$ cat src/hw/timer_flags_defines.vh
// Constants for the timer event flag block: addresses, bit positions,
// reset values. Assumes a 32-bit byte address on the register port.
`ifndef TIMER_FLAGS_DEFINES_VH
`define TIMER_FLAGS_DEFINES_VH

// Status registers, read-only, read clears
`define T1_FLAGS_ADDR 32'hFFFFF154
`define T2_FLAGS_ADDR 32'hFFFFF164
`define T3_FLAGS_ADDR 32'hFFFFF174

// Run control of units 2 and 3
`define T2_RUN_ADDR 32'hFFFFF1F0
`define T3_RUN_ADDR 32'hFFFFF1F4

// Interrupt masks, same layout as the status registers
`define T1_MASK_ADDR 32'hFFFFF1E0
`define T2_MASK_ADDR 32'hFFFFF1E4
`define T3_MASK_ADDR 32'hFFFFF1E8

// Run control field
`define UPDOWN_EN_BIT 1

// Status fields, normal timer layout
`define CMPA_MATCH_BIT 0
`define CMPB_MATCH_BIT 1
`define UP_OVF_BIT 2

// Status fields, two-phase counter layout
`define UD_OVF_BIT 2
`define UD_UNF_BIT 3
`define UD_STEP_BIT 4

// Mask bits that reads and the interrupt see per layout; unit 1 stores only the normal set
`define MASK_NORMAL 8'h07
`define MASK_UPDOWN 8'h1C

// Reset values
`define FLAGS_RESET 8'h00
`define MASK_RESET 8'h00
`define RUN_RESET 8'h00

`endif

$ cat src/hw/match_detector.v
// Compare match detector: one pulse when a counter comes to equal its
// compare value. Counter and compare come from logic on core_clk.
`timescale 1ns/1ps
`default_nettype none

module match_detector #(
    parameter WIDTH = 16
) (
    // Clock and reset
    input wire core_clk,
    input wire reset,
    // Values to compare
    input wire [WIDTH-1:0] count,
    input wire [WIDTH-1:0] compare,
    // One-cycle match event
    output wire match
);

    wire equalNow;
    reg equal_q;

    assign equalNow = (count == compare);

    // Only the first cycle of equality counts as one match
    assign match = equalNow & ~equal_q;

    always @(posedge core_clk) begin
        if (reset) begin
            equal_q <= 1'b0;
        end else begin
            equal_q <= equalNow;
        end
    end

endmodule // match_detector

`default_nettype wire

$ cat src/hw/timer_channel_flags.v
// Sticky event flags of one timer channel, in either layout.
// Event inputs are one-cycle pulses from logic on core_clk.
`timescale 1ns/1ps
`default_nettype none
`include "timer_flags_defines.vh"

module timer_channel_flags #(
    parameter HAS_UPDOWN = 1
) (
    // Clock and reset
    input wire core_clk,
    input wire reset,
    // Layout select
    input wire updownMode,
    // Normal timer events
    input wire matchA,
    input wire matchB,
    input wire upOverflow,
    // Two-phase counter events
    input wire udOverflow,
    input wire udUnderflow,
    input wire countStep,
    // Status register read
    input wire readClear,
    // Flags
    output wire [7:0] flags
);

    reg [7:0] flags_q;
    reg [7:0] flags_d;
    reg [7:0] setVec;
    reg mode_q;
    wire modeNow;

    assign modeNow = (HAS_UPDOWN != 0) & updownMode;
    assign flags = flags_q;

    always @* begin
        setVec = 8'h00;
        if (modeNow) begin
            setVec[`UD_OVF_BIT] = udOverflow;
            setVec[`UD_UNF_BIT] = udUnderflow;
            setVec[`UD_STEP_BIT] = countStep;
        end else begin
            setVec[`CMPA_MATCH_BIT] = matchA;
            setVec[`CMPB_MATCH_BIT] = matchB;
            setVec[`UP_OVF_BIT] = upOverflow;
        end
        // Read clears what it returned; a new event still lands
        if (readClear || (modeNow != mode_q)) begin
            flags_d = setVec;
        end else begin
            flags_d = flags_q | setVec;
        end
    end

    always @(posedge core_clk) begin
        if (reset) begin
            flags_q <= `FLAGS_RESET;
            mode_q <= 1'b0;
        end else begin
            flags_q <= flags_d;
            mode_q <= modeNow;
        end
    end

endmodule // timer_channel_flags

`default_nettype wire

$ cat src/hw/timer_event_status_flags.v
// Event status flags of timer units 1, 2 and 3, with run control,
// interrupt masks and one level interrupt.
// Assumes counters, compare registers and event pulses from logic on
// core_clk, and a register master that never issues read and write at once.
`timescale 1ns/1ps
`default_nettype none
`include "timer_flags_defines.vh"

// How it works
// In normal mode bit 0 sets when the up-counter reaches compare value A.
// In normal mode bit 1 sets when the up-counter reaches compare value B.
// In normal mode bit 2 sets when the up-counter overflows.
// Units 2 and 3 with the up-down enable at 0 use the normal layout.
// Units 2 and 3 with the up-down enable at 1 use the two-phase layout.
// In two-phase mode bit 2 sets on up-down counter overflow.
// In two-phase mode bit 3 sets on up-down counter underflow.
// In two-phase mode bit 4 sets on every count step up or down.
// A flag reads 1 once its event is seen, is read-only and resets to 0.
// Flags stay until a status read or a layout change, which clear them but keep new events.
module timer_event_status_flags #(
    parameter WIDTH = 16
) (
    // Clock and reset
    input wire core_clk,
    input wire reset,
    // Register port
    input wire [31:0] regAddr,
    input wire [31:0] regWrData,
    input wire regWrite,
    input wire regRead,
    output wire [31:0] regRdData,
    // Unit 1 counter side
    input wire [WIDTH-1:0] upCount1,
    input wire [WIDTH-1:0] timer1_compare_a,
    input wire [WIDTH-1:0] timer1_compare_b,
    input wire upOverflow1,
    // Unit 2 counter side
    input wire [WIDTH-1:0] upCount2,
    input wire [WIDTH-1:0] timer2_compare_a,
    input wire [WIDTH-1:0] timer2_compare_b,
    input wire upOverflow2,
    input wire udOverflow2,
    input wire udUnderflow2,
    input wire countStep2,
    // Unit 3 counter side
    input wire [WIDTH-1:0] upCount3,
    input wire [WIDTH-1:0] timer3_compare_a,
    input wire [WIDTH-1:0] timer3_compare_b,
    input wire upOverflow3,
    input wire udOverflow3,
    input wire udUnderflow3,
    input wire countStep3,
    // Mode to the counters
    output wire timer2_updown_enable,
    output wire timer3_updown_enable,
    // Interrupt
    output wire timerIrq
);

    // Address decode
    wire hitFlags1;
    wire hitFlags2;
    wire hitFlags3;
    wire hitRun2;
    wire hitRun3;
    wire hitMask1;
    wire hitMask2;
    wire hitMask3;

    assign hitFlags1 = (regAddr == `T1_FLAGS_ADDR);
    assign hitFlags2 = (regAddr == `T2_FLAGS_ADDR);
    assign hitFlags3 = (regAddr == `T3_FLAGS_ADDR);
    assign hitRun2 = (regAddr == `T2_RUN_ADDR);
    assign hitRun3 = (regAddr == `T3_RUN_ADDR);
    assign hitMask1 = (regAddr == `T1_MASK_ADDR);
    assign hitMask2 = (regAddr == `T2_MASK_ADDR);
    assign hitMask3 = (regAddr == `T3_MASK_ADDR);

    // Software registers
    reg updown2_q;
    reg updown3_q;
    reg [7:0] mask1_q;
    reg [7:0] mask2_q;
    reg [7:0] mask3_q;
    reg [31:0] rdData_q;
    reg [31:0] rdData_d;

    // Flag outputs of the channels
    wire [7:0] flags1;
    wire [7:0] flags2;
    wire [7:0] flags3;

    // Match events
    wire matchA1;
    wire matchB1;
    wire matchA2;
    wire matchB2;
    wire matchA3;
    wire matchB3;

    // Status reads clear their channel
    wire readFlags1;
    wire readFlags2;
    wire readFlags3;

    // Mask bits that reads and the interrupt see follow the current layout
    wire [7:0] maskBits2;
    wire [7:0] maskBits3;

    // Layout of units 2 and 3 as their flags last saw it
    reg layout2_q;
    reg layout3_q;
    wire layoutFresh2;
    wire layoutFresh3;
    // Flags as software and the interrupt see them
    wire [7:0] flagsView2;
    wire [7:0] flagsView3;

    // Interrupt request of each unit
    wire irq1;
    wire irq2;
    wire irq3;

    // Register write enables
    wire wrRun2;
    wire wrRun3;
    wire wrMask1;
    wire wrMask2;
    wire wrMask3;

    assign readFlags1 = regRead & hitFlags1;
    assign readFlags2 = regRead & hitFlags2;
    assign readFlags3 = regRead & hitFlags3;

    assign maskBits2 = updown2_q ? `MASK_UPDOWN : `MASK_NORMAL;
    assign maskBits3 = updown3_q ? `MASK_UPDOWN : `MASK_NORMAL;

    assign timer2_updown_enable = updown2_q;
    assign timer3_updown_enable = updown3_q;

    assign wrRun2 = regWrite & hitRun2;
    assign wrRun3 = regWrite & hitRun3;
    assign wrMask1 = regWrite & hitMask1;
    assign wrMask2 = regWrite & hitMask2;
    assign wrMask3 = regWrite & hitMask3;

    // Channels clear old-layout flags one edge after a mode write;
    // hide them in that cycle so no read or interrupt sees them
    assign layoutFresh2 = (updown2_q != layout2_q);
    assign layoutFresh3 = (updown3_q != layout3_q);
    assign flagsView2 = layoutFresh2 ? 8'h00 : flags2;
    assign flagsView3 = layoutFresh3 ? 8'h00 : flags3;

    // Compare match detection
    match_detector #(
        .WIDTH(WIDTH)
    ) u_match_a1 (
        .core_clk(core_clk),
        .reset(reset),
        .count(upCount1),
        .compare(timer1_compare_a),
        .match(matchA1)
    );

    match_detector #(
        .WIDTH(WIDTH)
    ) u_match_b1 (
        .core_clk(core_clk),
        .reset(reset),
        .count(upCount1),
        .compare(timer1_compare_b),
        .match(matchB1)
    );

    match_detector #(
        .WIDTH(WIDTH)
    ) u_match_a2 (
        .core_clk(core_clk),
        .reset(reset),
        .count(upCount2),
        .compare(timer2_compare_a),
        .match(matchA2)
    );

    match_detector #(
        .WIDTH(WIDTH)
    ) u_match_b2 (
        .core_clk(core_clk),
        .reset(reset),
        .count(upCount2),
        .compare(timer2_compare_b),
        .match(matchB2)
    );

    match_detector #(
        .WIDTH(WIDTH)
    ) u_match_a3 (
        .core_clk(core_clk),
        .reset(reset),
        .count(upCount3),
        .compare(timer3_compare_a),
        .match(matchA3)
    );

    match_detector #(
        .WIDTH(WIDTH)
    ) u_match_b3 (
        .core_clk(core_clk),
        .reset(reset),
        .count(upCount3),
        .compare(timer3_compare_b),
        .match(matchB3)
    );

    // Unit 1 has no two-phase mode
    timer_channel_flags #(
        .HAS_UPDOWN(0)
    ) u_flags1 (
        .core_clk(core_clk),
        .reset(reset),
        .updownMode(1'b0),
        .matchA(matchA1),
        .matchB(matchB1),
        .upOverflow(upOverflow1),
        .udOverflow(1'b0),
        .udUnderflow(1'b0),
        .countStep(1'b0),
        .readClear(readFlags1),
        .flags(flags1)
    );

    timer_channel_flags #(
        .HAS_UPDOWN(1)
    ) u_flags2 (
        .core_clk(core_clk),
        .reset(reset),
        .updownMode(updown2_q),
        .matchA(matchA2),
        .matchB(matchB2),
        .upOverflow(upOverflow2),
        .udOverflow(udOverflow2),
        .udUnderflow(udUnderflow2),
        .countStep(countStep2),
        .readClear(readFlags2),
        .flags(flags2)
    );

    timer_channel_flags #(
        .HAS_UPDOWN(1)
    ) u_flags3 (
        .core_clk(core_clk),
        .reset(reset),
        .updownMode(updown3_q),
        .matchA(matchA3),
        .matchB(matchB3),
        .upOverflow(upOverflow3),
        .udOverflow(udOverflow3),
        .udUnderflow(udUnderflow3),
        .countStep(countStep3),
        .readClear(readFlags3),
        .flags(flags3)
    );

    // Register writes; status registers ignore writes
    always @(posedge core_clk) begin
        if (reset) begin
            updown2_q <= 1'b0;
            updown3_q <= 1'b0;
            mask1_q <= `MASK_RESET;
            mask2_q <= `MASK_RESET;
            mask3_q <= `MASK_RESET;
        end else begin
            if (wrRun2) begin
                updown2_q <= regWrData[`UPDOWN_EN_BIT];
            end
            if (wrRun3) begin
                updown3_q <= regWrData[`UPDOWN_EN_BIT];
            end
            if (wrMask1) begin
                mask1_q <= regWrData[7:0] & `MASK_NORMAL;
            end
            if (wrMask2) begin
                mask2_q <= regWrData[7:0];
            end
            if (wrMask3) begin
                mask3_q <= regWrData[7:0];
            end
        end
    end

    // Read data mux, unmapped reads give zero
    always @* begin
        rdData_d = 32'h00000000;
        if (regRead) begin
            if (hitFlags1) begin
                rdData_d = {24'h000000, flags1};
            end else if (hitFlags2) begin
                rdData_d = {24'h000000, flagsView2};
            end else if (hitFlags3) begin
                rdData_d = {24'h000000, flagsView3};
            end else if (hitRun2) begin
                rdData_d[`UPDOWN_EN_BIT] = updown2_q;
            end else if (hitRun3) begin
                rdData_d[`UPDOWN_EN_BIT] = updown3_q;
            end else if (hitMask1) begin
                rdData_d = {24'h000000, mask1_q};
            end else if (hitMask2) begin
                rdData_d = {24'h000000, mask2_q & maskBits2};
            end else if (hitMask3) begin
                rdData_d = {24'h000000, mask3_q & maskBits3};
            end
        end
    end

    // Read data stands only in the cycle after the read strobe
    always @(posedge core_clk) begin
        if (reset) begin
            rdData_q <= 32'h00000000;
        end else begin
            rdData_q <= rdData_d;
        end
    end

    // Follows the mode registers one edge behind, like the channels
    always @(posedge core_clk) begin
        if (reset) begin
            layout2_q <= 1'b0;
            layout3_q <= 1'b0;
        end else begin
            layout2_q <= updown2_q;
            layout3_q <= updown3_q;
        end
    end

    assign regRdData = rdData_q;

    assign irq1 = |(flags1 & mask1_q);
    assign irq2 = |(flagsView2 & mask2_q & maskBits2);
    assign irq3 = |(flagsView3 & mask3_q & maskBits3);

    // Level interrupt while any unmasked flag is set
    assign timerIrq = irq1 | irq2 | irq3;

endmodule // timer_event_status_flags

`default_nettype wire

$ cat config.mk
export PLATFORM = sky130hd
export DESIGN_NAME = timer_event_status_flags
export DESIGN_NICKNAME = d
export VERILOG_FILES = /design/src/hw/match_detector.v /design/src/hw/timer_channel_flags.v /design/src/hw/timer_event_status_flags.v
export VERILOG_INCLUDE_DIRS = /design/src /design/src/hw
export SDC_FILE = /design/constraint.sdc
export NUM_CORES = 1
export LEC_CHECK = 0
export BUFFER_PORTS_ARGS = -buffer_cell sky130_fd_sc_hd__buf_4
export CAP_MARGIN = 20
export CORE_MARGIN = 4
export CORE_UTILIZATION = 42
export CTS_CLUSTER_SIZE = 8
export DETAILED_ROUTE_END_ITERATION = 10
export PLACE_DENSITY = 0.82
export SETUP_SLACK_MARGIN = 0.05
export SLEW_MARGIN = 15
export SYNTH_ARGS = -nofsm -noshare
export SYNTH_HDL_FRONTEND = slang
export SYNTH_HIERARCHICAL = 1
export SYNTH_SLANG_ARGS = --single-unit
$ cat constraint.sdc
create_clock -name core_clk -period 2.9 [get_ports core_clk]
set_clock_uncertainty 0.2 [all_clocks]
set_input_delay 0.145 -clock core_clk [delete_from_list [all_inputs] [get_ports core_clk]]
set_output_delay 0.145 -clock core_clk [all_outputs]
set_load 0.01 [all_outputs]
== After elaboration in Yosys (flattened, before gate mapping) ==
Cells that the tools add are included.
Storage, ports and cells
  register bits after elaboration: 85
  input port bits: 221
  output and inout bits: 35
Cells by class
  equality and inequality tests: 16
  muxes and demuxes: 25
  bitwise gates (word level): 33
  reduce and logical (&&, ||, !) cells: 10
Operators with widths (number)
  $eq 32x32->1 const B: 8
  $eq 16x16->1: 6
  $mux 8: 8
  $and 8x5->8: 4
  $reduce_or 8->1: 3
  $mux 5: 4
  $and 8x8->8: 2
  $or 8x5->8: 2
  $and 1x1->1: 14
  $mux 6: 2
  $reduce_or 9->1: 1
  $and 8x3->8: 1
  $mux 2: 4
  $or 8x3->8: 1
  $reduce_or 2->1: 4
  $not 1->1: 7
  $mux 1: 6
  $mux 3: 1
  $logic_or 1x1->1: 2
  $ne 1x1->1: 2
  $or 1x1->1: 2

== Depth between registers and ports, before layout ==
  word-level depth: 10
  gate-level depth with buffers: 8
  gate-level depth less buffers: 7

== Cells and area by module ==
The synthesis kept the hierarchy.
By module, submodules not included
  timer_event_status_flags: times used 1, cells each 210, area an instance 1697.9 sq um, sequential area each 500.5 sq um
  match_detector: times used 6, cells each 24, area an instance 198.9 sq um, sequential area each 20.0 sq um
  timer_channel_flags at u_flags2 ...: times used 2, cells each 34, area an instance 322.8 sq um, sequential area each 120.1 sq um
  timer_channel_flags at u_flags1: times used 1, cells each 18, area an instance 146.4 sq um, sequential area each 60.1 sq um

== Least setup slack after synthesis ==
OpenSTA, ideal clock, no wires.
  path type: input to register
  start point: input regAddr[9]
  end point: register u_flags2.flags_q[3], in the netlist u_flags2/flags[3]
  setup time: 0.122 ns
  arrival time: 1.806 ns
  slack: 0.772 ns
  stages: 8
  path through: or4b_4 > nor3_4 > and2_1 > buf_4 > nand3_1 > nor2_1 > nand4b_1 > a31oi_1
On the way
  cells in the longest elaborated chain, start to end: 4
Ends and longest elaborated chain
  start, declared: RTL line timer_event_status_flags.v:27  | input wire [31:0] regAddr,
  $eq 32x32->1 (no source line)
  $and 1x1->1: RTL line timer_event_status_flags.v:132  | assign readFlags2 = regRead & hitFlags2;
  via readFlags2: RTL line timer_event_status_flags.v:103  | wire readFlags2;
  $logic_or 1x1->1: RTL line timer_channel_flags.v:50  | if (readClear || (modeNow != mode_q)) begin
  $mux 5: RTL line timer_channel_flags.v:50
  end signal, assigned: RTL line timer_channel_flags.v:59  | flags_q <= `FLAGS_RESET;
  end signal, assigned: RTL line timer_channel_flags.v:62  | flags_q <= flags_d;
  end, declared: RTL line timer_channel_flags.v:29  | reg [7:0] flags_q;
The timed path passes the listed nets, and every way through them passes these cells.
A chain may end at the register's enable or synchronous reset.

== Worst setup path after layout ==
  start point: input regAddr[9]
  end point: register u_flags2.flags_q[2], in the netlist u_flags2/flags[2]
The elaborated chain is that of the path after synthesis.

==> impl_metrics.env <==
export IMPL_status="finished clean"
export IMPL_synthFlopType="dfxtp_1"
export IMPL_diodes=0
export IMPL_timing_final_crit_share=0.9309
export IMPL_reg2reg_slack_ns=0.75
export IMPL_wl_met3_um=766
export IMPL_setup_viol=0
export IMPL_path_max_fanout=10
export IMPL_numCtsBuffers=5
export IMPL_muxShareOfSynthArea=0.04144
export IMPL_wl_met2_um=6315
export IMPL_post_route_worst_setup_slack_ns=0.2003
export IMPL_synth_edf_count=0
export IMPL_cp_end_kind="flip-flop"
export IMPL_cellPowerDensity_nw_per_um2=282.5
export IMPL_grt_usage=0.2098
export IMPL_totalPowerFinal_w=0.001527
export IMPL_grt_ovfl_total=0
export IMPL_die_h_um=101.7
export IMPL_crit_path_max_incr_delay_ns=0.58
export IMPL_yosys_area_top_type="dfxtp_1"
export IMPL_clk_latency_ns=0.30
export IMPL_worstPathRequired_ns=2.88
export IMPL_synth_distinct_cells=50
export IMPL_io_buffers=204
export IMPL_synthSimpleGateAreaFrac=0.2731
export IMPL_worstMarginPinSlew_ns=0.7505
export IMPL_die_x_um=101.7
export IMPL_grt_antenna_before_repair=0
export IMPL_dp_hpwl_um=9756
export IMPL_min_path_cells=3
export IMPL_drt_iter0_drc=274
export IMPL_cts_tree="built"
export IMPL_rows=33
export IMPL_synth_xor_xnor_area_share=0.2330
export IMPL_areaGrowthSynthToFinish_pct=46.71
export IMPL_grt_setup_unrepaired="no"
export IMPL_arrival_ns=2.68
export IMPL_final_max_slew_viol_count=0
export IMPL_htree_levels=2
export IMPL_avgViaCountPerCell=5.202
export IMPL_grt_max_degree=41
export IMPL_wl_met1_um=4174
export IMPL_r2r_end="regRdData[1]"
export IMPL_hold_viol=0
export IMPL_synth_top_family_by_area="simple AND/OR/NAND/NOR gates"
export IMPL_synth_async_reset_ratio=0
export IMPL_dr_pass1_iters=5
export IMPL_max_freq_mhz=370.4
export IMPL_ff2ff_path_depth=5
export IMPL_grt_pass1_vias=4085
export IMPL_wl_per_cell_um=15.16
export IMPL_start_util=0.4395
export IMPL_postSynthCellCount=440
export IMPL_critPathLaunchType="input pin"
export IMPL_utilization=0.6447
export IMPL_grt_first_pass_wirelength_um=17750
export IMPL_yosysSeqAreaShare=0.2500
export IMPL_dp_worst_setup_slack_ns=0.4630
export IMPL_cp_slowest_cell="dlygate4sd3_1"
export IMPL_synth_common_cells="96 x xor2_1, 46 x dfxtp_1, 37 x nor2_1"
export IMPL_yosysTopAreaCellShare=0.2500
export IMPL_num_vias=3938
export IMPL_yosysWarnings=6
export IMPL_cts_clk_slew_worst_paths_ns=0.08
export IMPL_ios=256
export IMPL_drc_errors=0
export IMPL_p_leak_nw=2.482
export IMPL_drt_wl_total_um=11480
export IMPL_synthAdderAreaFrac=0
export IMPL_min_period_ns=2.700
export IMPL_hp_start="regWrite"
export IMPL_gp_routability_congestion=0.8640
export IMPL_timing_rr_start="timer3_updown_enable"
export IMPL_cts_sinks=46
export IMPL_synth_ff_latch_count=46
export IMPL_postRouteAntennaNets=0
export IMPL_fp_dieArea_um2=10330
export IMPL_min_path_type="in -> reg"
export IMPL_cts_setup_buffers=0
export IMPL_synth_area_leaders="dfxtp_1 25%, xor2_1 23%, buf_4 7.3%"
export IMPL_core_area_um2=8382
export IMPL_synth_area_um2=3684
export IMPL_hold_end="timer2_updown_enable"
export IMPL_cap_violations=0
export IMPL_fillers=740
export IMPL_ir_drop_mv=0.1665
export IMPL_timing_setup_tns_ns=0
export IMPL_slew_headroom=0.4990
export IMPL_drive_gt1_frac=0.3436
export IMPL_root_buffer="clkbuf_8"
export IMPL_highest_layer="met4"
export IMPL_synth_compound_area_frac=0.1022
export IMPL_path_cells="buf_4, or4b_4, nor3_4, and2_1, nand3_1, nor2_1, nand3b_1, a221oi_1, dlygate4sd3_1"
export IMPL_syn_avg_cell_area_um2=8.372
export IMPL_layout_nets=872
export IMPL_synth_most_common_cell="xor2_1"
export IMPL_crit_type="in -> reg"
export IMPL_cts_buffer_depth=2
==> worst max-delay path, delay by kind of cell <==
family / cells / cell delay (ns)
and+or+nand+nor: 6 / 1.77
AOI/OAI and AO/OA: 1 / 0.08
buffers and inverters: 2 / 0.69
==> flip-flops by register name, summed over array words and instances (netlist names) <==
name,cells
layout2_q,1
layout3_q,1
mask1_q,3
mask2_q,5
mask3_q,5
regRdData,8
timer2_updown_enable,1
timer3_updown_enable,1
u_flags1/flags,3
u_flags2/flags,5
u_flags2/mode_q,1
u_flags3/flags,5
u_flags3/mode_q,1
u_match_a1/equal_q,1
u_match_a2/equal_q,1
u_match_a3/equal_q,1
u_match_b1/equal_q,1
u_match_b2/equal_q,1
u_match_b3/equal_q,1
==> cell type report <==
cell class / instances / area (µm²) / area share
clock buffer: 6 / 72.57 / 0.01343
clock inverter: 2 / 37.54 / 0.006946
tap: 105 / 131.4 / 0.02431
inverter: 6 / 22.52 / 0.004168
timing repair buffer: 221 / 1694 / 0.3135
sequential: 46 / 920.9 / 0.1704
multi-input combinational: 371 / 2525 / 0.4672
==> power by group <==
part / internal (W) / switching [W]
Sequential: 0.000634 / 0.00000350
Combinational: 0.000253 / 0.000172
Clock: 0.000257 / 0.000207
==> cells by family after synthesis <==
kind of cell	count (synthesis)
AND/OR/NAND/NOR	170
XOR/XNOR	98
other	4
AO/OA/AOI/OAI	53
flip-flops	46
multiplexers	15
buffers and inverters	54
==> metal layers <==
metal  track usage  vias to the layer above
met5             0                        -
met4       0.06237                        0
met3       0.03237                       24
met2        0.3984                      182
met1        0.2392                     1805
li1              -                     1927
==> placed cells by master (no fill, tap or decap), types with 3 or more instances in the layout <==
| master | netlist | layout |
|---|---|---|
| o221a_2 | 3 | 3 |
| and3_1 | 5 | 5 |
| nand2_1 | 16 | 16 |
| inv_1 | 6 | 6 |
| a31oi_1 | 13 | 13 |
| conb_1 | 4 | 35 |
| nor2b_1 | 9 | 9 |
| nand4_1 | 16 | 16 |
| a22o_1 | 6 | 6 |
| mux2i_1 | 13 | 13 |
| dlygate4sd3_1 | 0 | 14 |
| clkbuf_8 | 0 | 5 |
| buf_4 | 36 | 207 |
| nand2b_1 | 11 | 11 |
| xor2_1 | 96 | 96 |
| nor4_1 | 25 | 25 |
| or4b_1 | 8 | 8 |
| nand4b_1 | 9 | 9 |
| nor3_1 | 6 | 6 |
| a22oi_1 | 3 | 3 |
| nor2_1 | 37 | 37 |
| nand3_1 | 12 | 12 |
| dfxtp_1 | 46 | 46 |
| a21oi_1 | 13 | 13 |
==> how the worst max path moves through the flow <==
| stage | startpoint | endpoint | depth (start not counted) |
|---|---|---|---|
| 5_1_grt | regAddr[9] | u_flags2/flags[2] | 9 |
| 2_1_floorplan | regAddr[9] | u_flags2/flags[3] | 8 |
| 3_5_place_dp | regAddr[9] | u_flags2/flags[3] | 8 |
| 4_1_cts | regAddr[9] | u_flags2/flags[2] | 9 |
| 6_report | regAddr[9] | u_flags2/flags[2] | 9 |
| 3_3_place_gp | regAddr[9] | u_flags2/flags[3] | 8 |
==> what timing repair did <==
item | CTS | global route
resized for setup | 0 | 0
hold endpoints to repair | 20 | 0
hold buffers | 14 | 0
==> per-stage QoR <==
step	instances	area [µm²]	hold slack, ns
6_report	757	5404	0.05241
5_1_grt	757	5404	0.04915
4_1_cts	757	5404	0.04063
3_5_place_dp	735	5154	0.2061
3_3_place_gp	735	5154	0.1908
2_1_floorplan	471	3800	0.01407
No activity file was read; power rests on OpenSTA's default activity.
